`src/shared/cptm_map.svh`:
```
// constants for the compact timer: mode codes, output functions, widths
// assumes it is included by bare name from the rtl files
// Notes on behaviour
// - mode 00 is compare match output; clear by overflow, A match or P match
// - clear source low clears on P match; P value zero lets counter overflow
// - compare mode, clear source low: both A and P flags are raised
// - clear source high clears on A match, raises only A flag, never P
// - clear source high with A value zero: overflow at FFFF, no A flag
// - compare mode: only an A match or an enable rise changes the pin, P match never does
// - on A match the pin goes high, low or toggles; 00 means no change
// - enable rising edge loads the pin with the output control level
// - mode 11 counts and flags like compare mode but releases the pin
// - mode 10 is PWM output, fixed period, programmable duty on the pin
// - PWM ignores clear source select; swap bit alone picks clearing
// - swap 0: period is P times 256 or 65536; duty is A value
// - swap 1: period is A value; duty is P times 256 or 65536
// - duty equal to or above period gives 100% duty
// - PWM raises A and P flags independently on their matches
// - PWM: control bit sets active level; function bits enable or force
// - polarity bit inverts the output waveform
// - PWM counting continues while function bits force a fixed level
// - enable rise zeroes the counter; enable low holds residual value
// - P value compares with the upper eight counter bits; the low eight must be zero
`ifndef CPTM_MAP_SVH
`define CPTM_MAP_SVH

`define CPTM_CNT_W 16
`define CPTM_P_W 8
`define CPTM_RST_COUNT 16'h0000
`define CPTM_FULL_SPAN 17'h10000
`define CPTM_LOW_ZERO 8'h00

`define CPTM_MODE_CMP 2'b00
`define CPTM_MODE_UNDEF 2'b01
`define CPTM_MODE_PWM 2'b10
`define CPTM_MODE_TMR 2'b11

`define CPTM_FN_NONE 2'b00
`define CPTM_FN_LOW 2'b01
`define CPTM_FN_HIGH 2'b10
`define CPTM_FN_TOG 2'b11

`define CPTM_PWM_INACT 2'b00
`define CPTM_PWM_ACT 2'b01
`define CPTM_PWM_WAVE 2'b10

`endif

```
`src/shared/cptm_pkg.sv`:
```
// types shared by the compact timer rtl
// assumes cptm_map.svh supplies the numeric constants
package cptm_pkg;
  typedef logic [1:0] cptm_mode_t;
  typedef logic [1:0] cptm_func_t;
  typedef logic [15:0] cptm_count_t;
  typedef logic [7:0] cptm_period_t;
  typedef logic [16:0] cptm_span_t;
endpackage : cptm_pkg

```
`src/rtl/cptm_core.sv`:
```
// compact 16-bit timer: compare match, timer/counter and PWM modes
// assumes TICK is a one-cycle timer clock enable from REF_CLK logic
// and that all control bits come from registers on the same clock
`timescale 1ns/1ps
`include "cptm_map.svh"
module cptm_core
  import cptm_pkg::*;
(
  input wire logic REF_CLK,
  input wire logic SRST,
  input wire logic TICK,
  input wire logic COUNTER_ENABLE,
  input wire logic MODE_SELECT_HI,
  input wire logic MODE_SELECT_LO,
  input wire logic OUTPUT_FUNCTION_HI,
  input wire logic OUTPUT_FUNCTION_LO,
  input wire logic OUTPUT_CONTROL_BIT,
  input wire logic OUTPUT_POLARITY_BIT,
  input wire logic DUTY_PERIOD_SWAP,
  input wire logic CLEAR_SOURCE_SELECT,
  input wire logic [15:0] COMPARATOR_A_VALUE,
  input wire logic [7:0] PERIOD_COMPARE_VALUE,
  input wire logic FLAG_A_CLEAR,
  input wire logic FLAG_P_CLEAR,
  output logic [15:0] COUNT,
  output logic COMPARATOR_A_FLAG,
  output logic COMPARATOR_P_FLAG,
  output logic PIN_OUT,
  output logic PIN_OE_N
);

  // p value scaled to ticks; zero stands for a full 16-bit span
  function automatic cptm_span_t p_span(input cptm_period_t p);
    cptm_span_t s;
    s = (p == '0) ? `CPTM_FULL_SPAN : {1'b0, p, `CPTM_LOW_ZERO};
    return s;
  endfunction : p_span

  logic en_d;
  logic cmp_pin;
  cptm_count_t next_count;
  logic next_flag_a;
  logic next_flag_p;
  logic next_cmp_pin;
  logic next_pin;
  logic next_oe_n;

  wire cptm_mode_t mode = {MODE_SELECT_HI, MODE_SELECT_LO};
  wire cptm_func_t func = {OUTPUT_FUNCTION_HI, OUTPUT_FUNCTION_LO};

  wire mode_cmp = (mode == `CPTM_MODE_CMP);
  wire mode_pwm = (mode == `CPTM_MODE_PWM);
  // timer and the undefined code share the compare counting path
  wire mode_cnt_only = (mode == `CPTM_MODE_TMR) || (mode == `CPTM_MODE_UNDEF);

  wire en_rise = COUNTER_ENABLE & ~en_d;
  wire tick_go = COUNTER_ENABLE & ~en_rise & TICK;
  wire cptm_count_t count_inc = COUNT + 16'h0001;

  wire a_eq;
  wire p_eq;
  wire a_zero;

  cptm_cmp #(
    .CNT_W(`CPTM_CNT_W),
    .P_W(`CPTM_P_W)
  ) u_cmp (
    .count_inc(count_inc),
    .a_val(COMPARATOR_A_VALUE),
    .p_val(PERIOD_COMPARE_VALUE),
    .a_eq(a_eq),
    .p_eq(p_eq),
    .a_zero(a_zero)
  );

  // an all-zero A value never matches; the counter just wraps at FFFF
  wire a_hit = tick_go & a_eq & ~a_zero;
  // p value zero matches at the wrap, i.e. the overflow case
  wire p_hit = tick_go & p_eq;

  // compare-like modes choose the clear source by the select bit
  wire clr_cmp = CLEAR_SOURCE_SELECT ? a_hit : p_hit;
  // pwm looks at the swap bit only
  wire clr_pwm = DUTY_PERIOD_SWAP ? a_hit : p_hit;
  wire clr = mode_pwm ? clr_pwm : clr_cmp;

  wire set_a = a_hit;
  // no P flag at all while A clears the counter outside pwm
  wire set_p = p_hit & (mode_pwm | ~CLEAR_SOURCE_SELECT);

  wire cptm_span_t a_span = a_zero ? `CPTM_FULL_SPAN : {1'b0, COMPARATOR_A_VALUE};
  wire cptm_span_t p_ticks = p_span(PERIOD_COMPARE_VALUE);
  wire cptm_span_t period_val = DUTY_PERIOD_SWAP ? a_span : p_ticks;
  wire cptm_span_t duty_val = DUTY_PERIOD_SWAP ? p_ticks :
                              {1'b0, COMPARATOR_A_VALUE};
  // the counter never passes the period, so duty >= period keeps it active
  wire pwm_on = ({1'b0, COUNT} < duty_val);
  wire pwm_wave = pwm_on ? OUTPUT_CONTROL_BIT : ~OUTPUT_CONTROL_BIT;

  // counting keeps going whatever the function bits force
  logic pwm_level;
  always_comb begin
    pwm_level = ~OUTPUT_CONTROL_BIT;
    case (func)
      `CPTM_PWM_INACT: pwm_level = ~OUTPUT_CONTROL_BIT;
      `CPTM_PWM_ACT: pwm_level = OUTPUT_CONTROL_BIT;
      `CPTM_PWM_WAVE: pwm_level = pwm_wave;
      default: pwm_level = ~OUTPUT_CONTROL_BIT;
    endcase
  end

  // compare-mode pin state moves only on an A match or an enable rise
  always_comb begin
    next_cmp_pin = cmp_pin;
    if (en_rise) begin
      next_cmp_pin = OUTPUT_CONTROL_BIT;
    end else if (mode_cmp && a_hit) begin
      case (func)
        `CPTM_FN_NONE: next_cmp_pin = cmp_pin;
        `CPTM_FN_LOW: next_cmp_pin = 1'b0;
        `CPTM_FN_HIGH: next_cmp_pin = 1'b1;
        `CPTM_FN_TOG: next_cmp_pin = ~cmp_pin;
        default: next_cmp_pin = cmp_pin;
      endcase
    end
  end

  always_comb begin
    next_count = COUNT;
    if (en_rise) begin
      next_count = `CPTM_RST_COUNT;
    end else if (tick_go) begin
      next_count = clr ? `CPTM_RST_COUNT : count_inc;
    end
  end

  // a set in the same cycle as a clear wins
  assign next_flag_a = (COMPARATOR_A_FLAG & ~FLAG_A_CLEAR) | set_a;
  assign next_flag_p = (COMPARATOR_P_FLAG & ~FLAG_P_CLEAR) | set_p;

  wire drive_pin = mode_cmp | mode_pwm;
  wire level = mode_pwm ? pwm_level : cmp_pin;
  // polarity acts in both driving modes; the pin reads 0 while released
  assign next_pin = drive_pin ? (level ^ OUTPUT_POLARITY_BIT) : 1'b0;
  assign next_oe_n = ~drive_pin;

  always_ff @(posedge REF_CLK) begin
    if (SRST) begin
      en_d <= 1'b0;
      COUNT <= `CPTM_RST_COUNT;
      cmp_pin <= 1'b0;
      COMPARATOR_A_FLAG <= 1'b0;
      COMPARATOR_P_FLAG <= 1'b0;
    end else begin
      en_d <= COUNTER_ENABLE;
      COUNT <= next_count;
      cmp_pin <= next_cmp_pin;
      COMPARATOR_A_FLAG <= next_flag_a;
      COMPARATOR_P_FLAG <= next_flag_p;
    end
  end

  // pin is registered, so it trails the counter by one cycle
  always_ff @(posedge REF_CLK) begin
    if (SRST) begin
      PIN_OUT <= 1'b0;
      PIN_OE_N <= 1'b1;
    end else begin
      PIN_OUT <= next_pin;
      PIN_OE_N <= next_oe_n;
    end
  end
endmodule : cptm_core

```
`src/rtl/cptm_cmp.sv`:
```
// comparator pair for the compact timer
// assumes the caller hands in the counter value it is about to load
`timescale 1ns/1ps
module cptm_cmp #(
  parameter int CNT_W = 16,
  parameter int P_W = 8
) (
  input wire logic [CNT_W-1:0] count_inc,
  input wire logic [CNT_W-1:0] a_val,
  input wire logic [P_W-1:0] p_val,
  output logic a_eq,
  output logic p_eq,
  output logic a_zero
);
  localparam int LOW_W = CNT_W - P_W;

  wire [LOW_W-1:0] low_bits = count_inc[LOW_W-1:0];
  wire [P_W-1:0] high_bits = count_inc[CNT_W-1:LOW_W];

  assign a_eq = (count_inc == a_val);
  // top bits are compared with p and the low bits must be zero, so P matches land on 256-tick steps
  assign p_eq = (high_bits == p_val) && (low_bits == '0);
  assign a_zero = (a_val == '0);
endmodule : cptm_cmp

```
`config.mk`:
```
export PLATFORM = sky130hd
export DESIGN_NAME = cptm_core
export DESIGN_NICKNAME = d
export VERILOG_FILES = /design/src/shared/cptm_pkg.sv /design/src/rtl/cptm_core.sv /design/src/rtl/cptm_cmp.sv
export VERILOG_INCLUDE_DIRS = /design/src /design/src/shared
export SDC_FILE = /design/constraint.sdc
export NUM_CORES = 1
export LEC_CHECK = 0
export BUFFER_PORTS_ARGS = -buffer_cell sky130_fd_sc_hd__clkbuf_2
export CAP_MARGIN = 20
export CELL_PAD_IN_SITES_DETAIL_PLACEMENT = 2
export CELL_PAD_IN_SITES_GLOBAL_PLACEMENT = 2
export CORE_AREA = 2 2 65 129
export CTS_BUF_LIST = sky130_fd_sc_hd__clkbuf_16
export DETAILED_ROUTE_END_ITERATION = 7
export DIE_AREA = 0 0 67 131
export PLACE_DENSITY = 0.86
export SYNTH_ARGS = -nofsm -noshare
export SYNTH_HDL_FRONTEND = slang
export SYNTH_SLANG_ARGS = --single-unit
```
`constraint.sdc`:
```
create_clock -name REF_CLK -period 7.9 [get_ports REF_CLK]
set_clock_uncertainty 0.05 [all_clocks]
set_input_delay 0.395 -clock REF_CLK [delete_from_list [all_inputs] [get_ports REF_CLK]]
set_output_delay 0.395 -clock REF_CLK [all_outputs]
set_load 0.1 [all_outputs]
```
==> results of run 1 <==
[cell families after synthesis]
kind of cell / share of synthesized area, %
DFF: 16.9
and+or+nand+nor: 32.4
adders and majority gates: 10.1
xor gates and xnor gates: 11.0
muxes: 3.08
buffers and inverters: 5.14
AOI/OAI and AO/OA: 21.3
[per-layer routing]
layer	wire length [microns]	share of wire, %	vias up
met5	0	0	-
met3	719	6.5	36
met1	4160	37	1449
met4	587	5.3	0
li1	-	-	1344
met2	5660	51	126
[stage by stage]
stage	total power, W	utilization, %	setup slack (ns)
after floorplan	0.000153	-	4.07
after global placement	0.000179	37.4	4.26
after detailed placement	0.000183	37.4	4.08
after CTS	0.000299	38.4	4.01
after global routing	0.000310	38.6	3.66
final	0.000299	38.6	3.98
[cell usage after synthesis (all sizes together), types with 2 or more instances]
library cell,instances
nor4b,2
and3,5
a31oi,2
nand4,13
nand2b,14
buf,7
xnor3,3
a21oi,26
clkbuf,12
o21ai,8
nand3,24
dfxtp,22
a211o,4
ha,21
nand4b,3
xor2,7
nor2b,4
or2,2
o32ai,2
nor2,16
a21boi,2
inv,13
o21a,2
or3,14
and4,2
nor3b,4
a22o,2
nor3,7
xnor2,18
nand2,14
a211oi,4
a21o,16
mux2i,8
nor4,11
or4,2
o211ai,2
and2,4
o311ai,2
[worst min-delay path by stage]
stage / startpoint / end / slack (ns) / depth (start not counted)
after global placement: COMPARATOR_P_FLAG / COMPARATOR_P_FLAG / 0.41 / 2
after detailed placement: COMPARATOR_P_FLAG / COMPARATOR_P_FLAG / 0.43 / 2
after floorplan: SRST / COMPARATOR_P_FLAG / 0.41 / 1
final: MODE_SELECT_LO / PIN_OE_N / 0.32 / 2
after CTS: SRST / COMPARATOR_P_FLAG / 0.32 / 2
after global routing: MODE_SELECT_LO / PIN_OE_N / 0.33 / 2
[power by group]
| group | leakage [nW] | switching [W] | internal (W) |
|---|---|---|---|
| Sequential | 0.178 | 0.000000851 | 0.000112 |
| Combinational | 1.16 | 0.0000431 | 0.0000266 |
| Clock | 0.0385 | 0.0000483 | 0.0000679 |
| Total | 1.38 | 0.0000922 | 0.000207 |
[final cells by class]
cell class                 instances  area [sq um]
fill                             941          4810
multi-input combinational        281          2030
sequential                        22           440
timing repair buffer              59           304
tap                               96           120
clock buffer                       3          75.1
inverter                          13          48.8
clock inverter                     1          3.75
[state kept, by name (all words and copies together), names as in the netlist]
| name | cells |
|---|---|
| en_d | 1 |
| COMPARATOR_P_FLAG | 1 |
| COUNT | 16 |
| PIN_OE_N | 1 |
| COMPARATOR_A_FLAG | 1 |
| cmp_pin | 1 |
| PIN_OUT | 1 |
[cell usage in the layout, fill, tap and decap left out, drive strengths merged, types with 3 or more instances in the layout]
cell	instances
xnor3	3
a211o	4
nand2	14
clkbuf	60
nand2b	14
nor2	16
nand3	24
a21oi	26
nor2b	4
xnor2	18
inv	13
nor4	11
nor3b	4
or3	14
nand4	13
mux2i	8
and3	5
xor2	7
and2	4
ha	21
nor3	7
a211oi	4
a21o	16
dfxtp	22
nand4b	3
o21ai	8
[worst max-delay path, cell delays in order, from the launching register on]
cell	delay, ns
sky130_fd_sc_hd__dfxtp_1	0.52
sky130_fd_sc_hd__ha_1	0.43
sky130_fd_sc_hd__nand4_1	0.24
sky130_fd_sc_hd__or4_1	0.60
sky130_fd_sc_hd__xnor2_1	0.17
sky130_fd_sc_hd__nor4_1	0.31
sky130_fd_sc_hd__nand4_1	0.23
sky130_fd_sc_hd__o32ai_4	0.84
sky130_fd_sc_hd__nor4_1	0.11
sky130_fd_sc_hd__a211o_1	0.30
==> implementation parameters, run 1 <==
Parameter                              Value

Routing
  Post-Route WL ... 11100 microns
  Drt first pass iters ... 4
  Total via count after detailed routing ... 2955
  Post-detailed-route DRC marker count ... 0
  Via density per instance ... about 6.2
  Count of nets left with antenna violations after detail routing ... 0
  Iteration-0 DRC count of the detailed router ... 111
  Detailed-route wire length per cell ... 23.4 microns

Worst setup path
  Capture instance of the worst register-to-register path ... COUNT[2]
  Startpoint of the worst setup timing path ... COUNT[0]
  Critical path class ... reg2reg
  Depth of the most critical reg-to-reg path ... 9
  CP endpoint ... COUNT[2]
  Worst-case register-to-register setup slack ... roughly 4.0 ns
  Arrival time of the worst setup path ... between 4 and 5 ns
  Worst setup EP type ... flip-flop
  Start of the worst register-to-register path ... COUNT[0]
  Startpoint type of the worst setup path ... flip-flop
  Maximum fanout along the worst path ... 17
  Data required time of the critical path ... roughly 8.0 ns

Logic synthesis
  Largest cells by area after synthesis ... sky130_fd_sc_hd__dfxtp_1, sky130_fd_sc_hd__ha_1, sky130_fd_sc_hd__xnor2_1
  Post-Syn Instances ... 335
  Area of the mapped netlist ... 2600 sq um
  Number of storage elements in the synthesis netlist ... 22
  Fraction of synthesized cell area taken by the top area cell type ... ~17%
  Share of synthesized flip-flops with an asynchronous set or reset ... 0%
  Mapped Nets ... 394
  Main synth FF type ... sky130_fd_sc_hd__dfxtp_1
  Number of synthesized flops with an enable pin ... 0
  Number of warning messages in the yosys log ... 0
  Syn_area_per_cell ... 7.77 sq um
  Cell type contributing the most total cell area after synthesis ... sky130_fd_sc_hd__dfxtp_1
  Post-synthesis sequential area ratio ... 16.9%
  Distinct cell type count after synthesis ... 54

Placement
  Number of instances in the placed design ... 470
  Routability-driven placement congestion ratio ... 0.857
  Standard cell area after detailed placement ... 2930 sq um
  Total of buffers placed on input and output ports ... 57
  Total half-perimeter wirelength after legalization and detailed placement ... between 8000 and 9000 microns

Pwr
  Power per unit of standard cell area ... 99.0 nW/um^2
  Largest voltage drop on the vdd net ... 0.0792 mV
  Leakage power figure ... 1.38 nW

Floorplan
  Core ar. ... 7830 sq um
  I/O Pins ... 58
  Width of the die ... approximately 67 microns
  Effective utilization at floorplan ... 33.2%
  Row count ... 46
  Vertical die dimension ... 131 microns
  Area of the die ... 8780 sq um

Clock tree
  Max Buffers Root-to-Sink ... 2
  Clock input transition at the sequential cells of the worst setup and hold paths ... 0.07 ns
  Count of hold buffers inserted by post-cts repair ... 0
  Number of buffers added for setup after CTS ... 0
  CTS Sinks ... 22
  CTS-repair resized insts ... 0
  Maximum level of the CTS H-tree ... 1
  Total CTS buffers ... 3
  TritonCTS clock tree ... done
  Worst-skew pair later-pin latency ... 0.27 ns
  Clock root buffer master ... sky130_fd_sc_hd__clkbuf_16

Run status
  Result of the run ... complete, no violations

Global route
  Largest net degree at the start of global routing ... 19
  Met1 global-route usage ... 30.8%
  Global routing's busiest layer ... met2
  Sum of overflow across all layers after global routing ... 0
  Via count of the first global-routing pass ... 3051
  Global-route wire length before repair ... roughly 17000 microns
  Routing usage on met2 ... a little under half
  Global Route Usage Sum ... 26.4%
  Met3 GRT Util ... between 3 and 4%
  Initial antenna violation count ... 0

Flow run
  Maxcap violations ... 0

Timing
  Max Transition Viols Final ... 0
  Final worst-path cycle share ... 49.6%
  Slew HR ... 31.3%
  Total Negative Setup Slacks ... 0 ns
  Maximum operating frequency ... 255 MHz
  Setup repair after global routing missed its margin ... false
  Worst slack on hold paths ... 0.321 ns
  Time the worst path needs with I/O delays and setup ... between 3 and 4 ns
  Slew at the pin closest to its max-slew limit ... slightly above 1 ns
  Setup violators final ... 0
  Hold violation total from the final report ... 0

Cells and area
  Layout Cell Area excl Fill ... ~3000 sq um
  Layout area overhead ... 16.1%
  Final non-filler cell total ... 475
  Total Nets Final ... 439
  Number of antenna repair diodes ... 0
  Fraction of final layout cells sized beyond drive strength 1 ... 17.7%

Min path
  Class of the most critical hold timing path ... in2reg
Note: power is estimated with default switching activity, not from simulation.
==> run 2: changes to the inputs <==
Settings changed: ABC_AREA from default to 1, CORE_AREA 2 2 65 129 to 2 2 77 152, DIE_AREA 0 0 67 131 to 0 0 79 154, PLACE_DENSITY 0.86 to 0.77.
Clock period 7.9 ns to 3.5 ns, I/O delays scaled along.
==> implementation parameters, run 2 <==
Parameter                              Value

Run status
  Result of the run ... complete, no violations

Clock tree
  Clock root buffer master ... sky130_fd_sc_hd__clkbuf_16
  Maximum level of the CTS H-tree ... 1
  Worst-skew pair later-pin latency ... 0.26 ns
  Max Buffers Root-to-Sink ... 2
  CTS Sinks ... 22
  Total CTS buffers ... 3
  Clock input transition at the sequential cells of the worst setup and hold paths ... 0.06 ns
  CTS-repair resized insts ... 0
  TritonCTS clock tree ... done
  Number of buffers added for setup after CTS ... 0
  Count of hold buffers inserted by post-cts repair ... 0

Logic synthesis
  Main combinational cell family by area after synthesis ... simple AND/OR/NAND/NOR gates
  Post-synthesis simple-gate area fraction ... 49.0%
  Number of synthesized flops with an enable pin ... 0
  Adder-Cell Fraction of Synth Area ... between 9 and 10%
  Post-Syn Instances ... 449
  Mapped Nets ... approximately 510
  Number of storage elements in the synthesis netlist ... 22
  Number of warning messages in the yosys log ... 0
  Cell type contributing the most total cell area after synthesis ... sky130_fd_sc_hd__nand2_1
  Fraction of synthesized cell area taken by the top area cell type ... 15.6%
  Compound-cell area share of the yosys netlist ... a little over a tenth
  Area of the mapped netlist ... 2900 sq um
  Leading cell type by number of instances after synthesis ... sky130_fd_sc_hd__nand2_1
  Mux share of post-synthesis cell area ... 0%
  Largest cells by area after synthesis ... sky130_fd_sc_hd__nand2_1, sky130_fd_sc_hd__dfxtp_1, sky130_fd_sc_hd__ha_1
  Syn_area_per_cell ... between 6 and 7 sq um
  Share of synthesized flip-flops with an asynchronous set or reset ... 0%
  Distinct cell type count after synthesis ... 40
  Post-synthesis sequential area ratio ... 15.2%
  Main synth FF type ... sky130_fd_sc_hd__dfxtp_1
  Share of the synthesized netlist area taken by xor and xnor gates ... between 4 and 5%
  Leading post-synthesis cells by instance count ... sky130_fd_sc_hd__nand2_1, sky130_fd_sc_hd__inv_1, sky130_fd_sc_hd__nor2_1, sky130_fd_sc_hd__nand3_1, sky130_fd_sc_hd__dfxtp_1

Pwr
  Power per unit of standard cell area ... 193 nW/um^2
  Largest voltage drop on the vdd net ... 0.193 mV
  Leakage power figure ... approximately 1.6 nW

Worst setup path
  Worst-case register-to-register setup slack ... 0.62 ns
  Maximum fanout along the worst path ... 16
  Startpoint type of the worst setup path ... flip-flop
  Data required time of the critical path ... 3.60 ns
  Slowest cell delay on critical path ... around 0.5 ns
  Depth of the most critical reg-to-reg path ... 11
  Cell with the largest stage delay on the worst path ... sky130_fd_sc_hd__dfxtp_1
  CP endpoint ... COUNT[10]
  Critical path class ... reg2reg
  Worst setup EP type ... flip-flop
  Startpoint of the worst setup timing path ... COUNT[0]
  Most repeated library cell on the critical path ... sky130_fd_sc_hd__nand3_1
  Start of the worst register-to-register path ... COUNT[0]
  Arrival time of the worst setup path ... 2.98 ns
  Cells along the critical path ... ha_1, nand2_4, nor2_1, nand3_1, nand2_2, xor2_2, nand3_2, nor2_4, nand4_4, nand3_1, a21oi_1
  Capture instance of the worst register-to-register path ... COUNT[10]

Routing
  Iteration-0 DRC count of the detailed router ... ~110
  Post-detailed-route DRC marker count ... 0
  Count of nets left with antenna violations after detail routing ... 0
  Post-Route WL ... 11500 microns
  Detailed-route wire length per cell ... 18.0 microns
  Total via count after detailed routing ... 3196
  Via density per instance ... 4.98
  Drt first pass iters ... 4

Timing
  Maximum operating frequency ... 347 MHz
  Max Transition Viols Final ... 0
  Time the worst path needs with I/O delays and setup ... 2.88 ns
  Slew HR ... a little under two fifths
  Slew at the pin closest to its max-slew limit ... 0.940 ns
  Setup repair after global routing missed its margin ... false
  Total Negative Setup Slacks ... 0 ns
  Hold violation total from the final report ... 0
  Setup violators final ... 0
  Worst slack on hold paths ... between 0.1 and 0.15 ns
  Final worst-path cycle share ... 82.3%

Global route
  Sum of overflow across all layers after global routing ... 0
  Via count of the first global-routing pass ... 3615
  Initial antenna violation count ... 0
  Global-route wire length before repair ... 18200 microns
  Global Route Usage Sum ... 19.4%
  Largest net degree at the start of global routing ... 33

Cells and area
  Flip-flop count of the largest register, all copies and words added ... 16
  Leading cell types in the layout, fill and taps excluded ... sky130_fd_sc_hd__nand2_1, sky130_fd_sc_hd__inv_1, sky130_fd_sc_hd__clkbuf_2
  Fraction of final layout cells sized beyond drive strength 1 ... between 20% and 30%
  Layout Cell Area excl Fill ... 3350 sq um
  Number of antenna repair diodes ... 0
  Layout area overhead ... 15.3%
  Most common cell after layout, fill and taps aside ... sky130_fd_sc_hd__nand2_1
  Largest register by flop count ... COUNT
  Total Nets Final ... 562

Min path
  Class of the most critical hold timing path ... in2reg
  Instance count along the most critical hold path ... 2

Floorplan
  Vertical die dimension ... 154 microns
  Core ar. ... 10900 sq um
  Effective utilization at floorplan ... a little over a quarter
  Row count ... 54
  Width of the die ... a little under 80 microns
  I/O Pins ... 58
  Area of the die ... 12200 sq um

Placement
  Total half-perimeter wirelength after legalization and detailed placement ... 9950 microns
  Total of buffers placed on input and output ports ... between 50 and 60
  Standard cell area after detailed placement ... about 3300 sq um
  Routability-driven placement congestion ratio ... 0.833

Flow run
  Maxcap violations ... 0
==> run 2: cell count changes in the layout (fill, tap and decap cells not counted), moves of 12 or more <==
| cell | before | now |
|---|---|---|
| sky130_fd_sc_hd__nand3_1 | 24 | 48 |
| sky130_fd_sc_hd__xnor2_1 | 18 | 1 |
| sky130_fd_sc_hd__nor2_1 | 16 | 52 |
| sky130_fd_sc_hd__nand2_1 | 14 | 121 |
| sky130_fd_sc_hd__nand2b_1 | 14 | 0 |
| sky130_fd_sc_hd__inv_1 | 13 | 57 |
| sky130_fd_sc_hd__a21o_1 | 16 | 1 |
| sky130_fd_sc_hd__nand3_2 | 0 | 12 |
| sky130_fd_sc_hd__or3_1 | 14 | 0 |
==> run 2: through the flow <==
| step | util, % | instances | setup slack (ns) | power (W) |
|---|---|---|---|---|
| 2_1_floorplan | - | 449 | 0.493 | 0.000346 |
| 3_3_place_gp | 29.8 | 638 | 0.687 | 0.000399 |
| 3_5_place_dp | 29.8 | 638 | 0.625 | 0.000404 |
| 4_1_cts | 30.6 | 642 | 0.599 | 0.000655 |
| 5_1_grt | 30.6 | 642 | 0.373 | 0.000684 |
| 6_report | 30.6 | 642 | 0.620 | 0.000646 |
==> run 2: worst max-delay path: cells and delay by family, from the launching register on <==
kind	cells	cell delay, ns
AO/OA/AOI/OAI	1	0.07
XOR/XNOR	1	0.23
adder cells (fa/ha/maj)	1	0.37
flip-flops	1	0.51
AND/OR/NAND/NOR	8	1.53
==> run 2: worst min path at each step <==
stage                         from                end  slack, ns
2_1_floorplan                 SRST  COMPARATOR_A_FLAG       0.19
3_3_place_gp   OUTPUT_POLARITY_BIT            PIN_OUT       0.37
3_5_place_dp                  SRST  COMPARATOR_A_FLAG       0.38
4_1_cts                       SRST  COMPARATOR_A_FLAG       0.11
5_1_grt                       SRST  COMPARATOR_A_FLAG       0.12
6_report                      SRST  COMPARATOR_A_FLAG       0.11
==> run 2: where the power goes <==
group	switching, W	total [W]	internal [W]
logic	0.0000936	0.000141	0.0000471
clock network	0.0000975	0.000250	0.000153
registers	0.00000168	0.000255	0.000253
total	0.000193	0.000646	0.000453
==> run 2: per-layer routing <==
metal / up-vias / global-route usage [%] / wire, microns
met5: - / 0 / 0
met4: 0 / 8.70 / 560
met3: 30 / 1.88 / 277
met2: 74 / 40.9 / 6880
met1: 1551 / 17.2 / 3830
li1: 1541 / - / -
==> run 2: cells by family (layout without fill, tap and decap cells) <==
logic type / Yosys count / in the layout
flip-flops: 22 / 22
adder cells (fa/ha/maj): 21 / 21
buffers and inverters: 68 / 121
AND/OR/NAND/NOR: 278 / 278
XOR/XNOR: 13 / 13
AO/OA/AOI/OAI: 47 / 47
==> run 2: final cells by class <==
class	instances	area (sq um)
well taps	140	175
inverters	58	219
repair buffers	59	300
flip-flops and latches	22	440
clock buffers	3	75.1
clock inverters	1	3.75
fillers	1418	7600
multi-input cells	359	2130
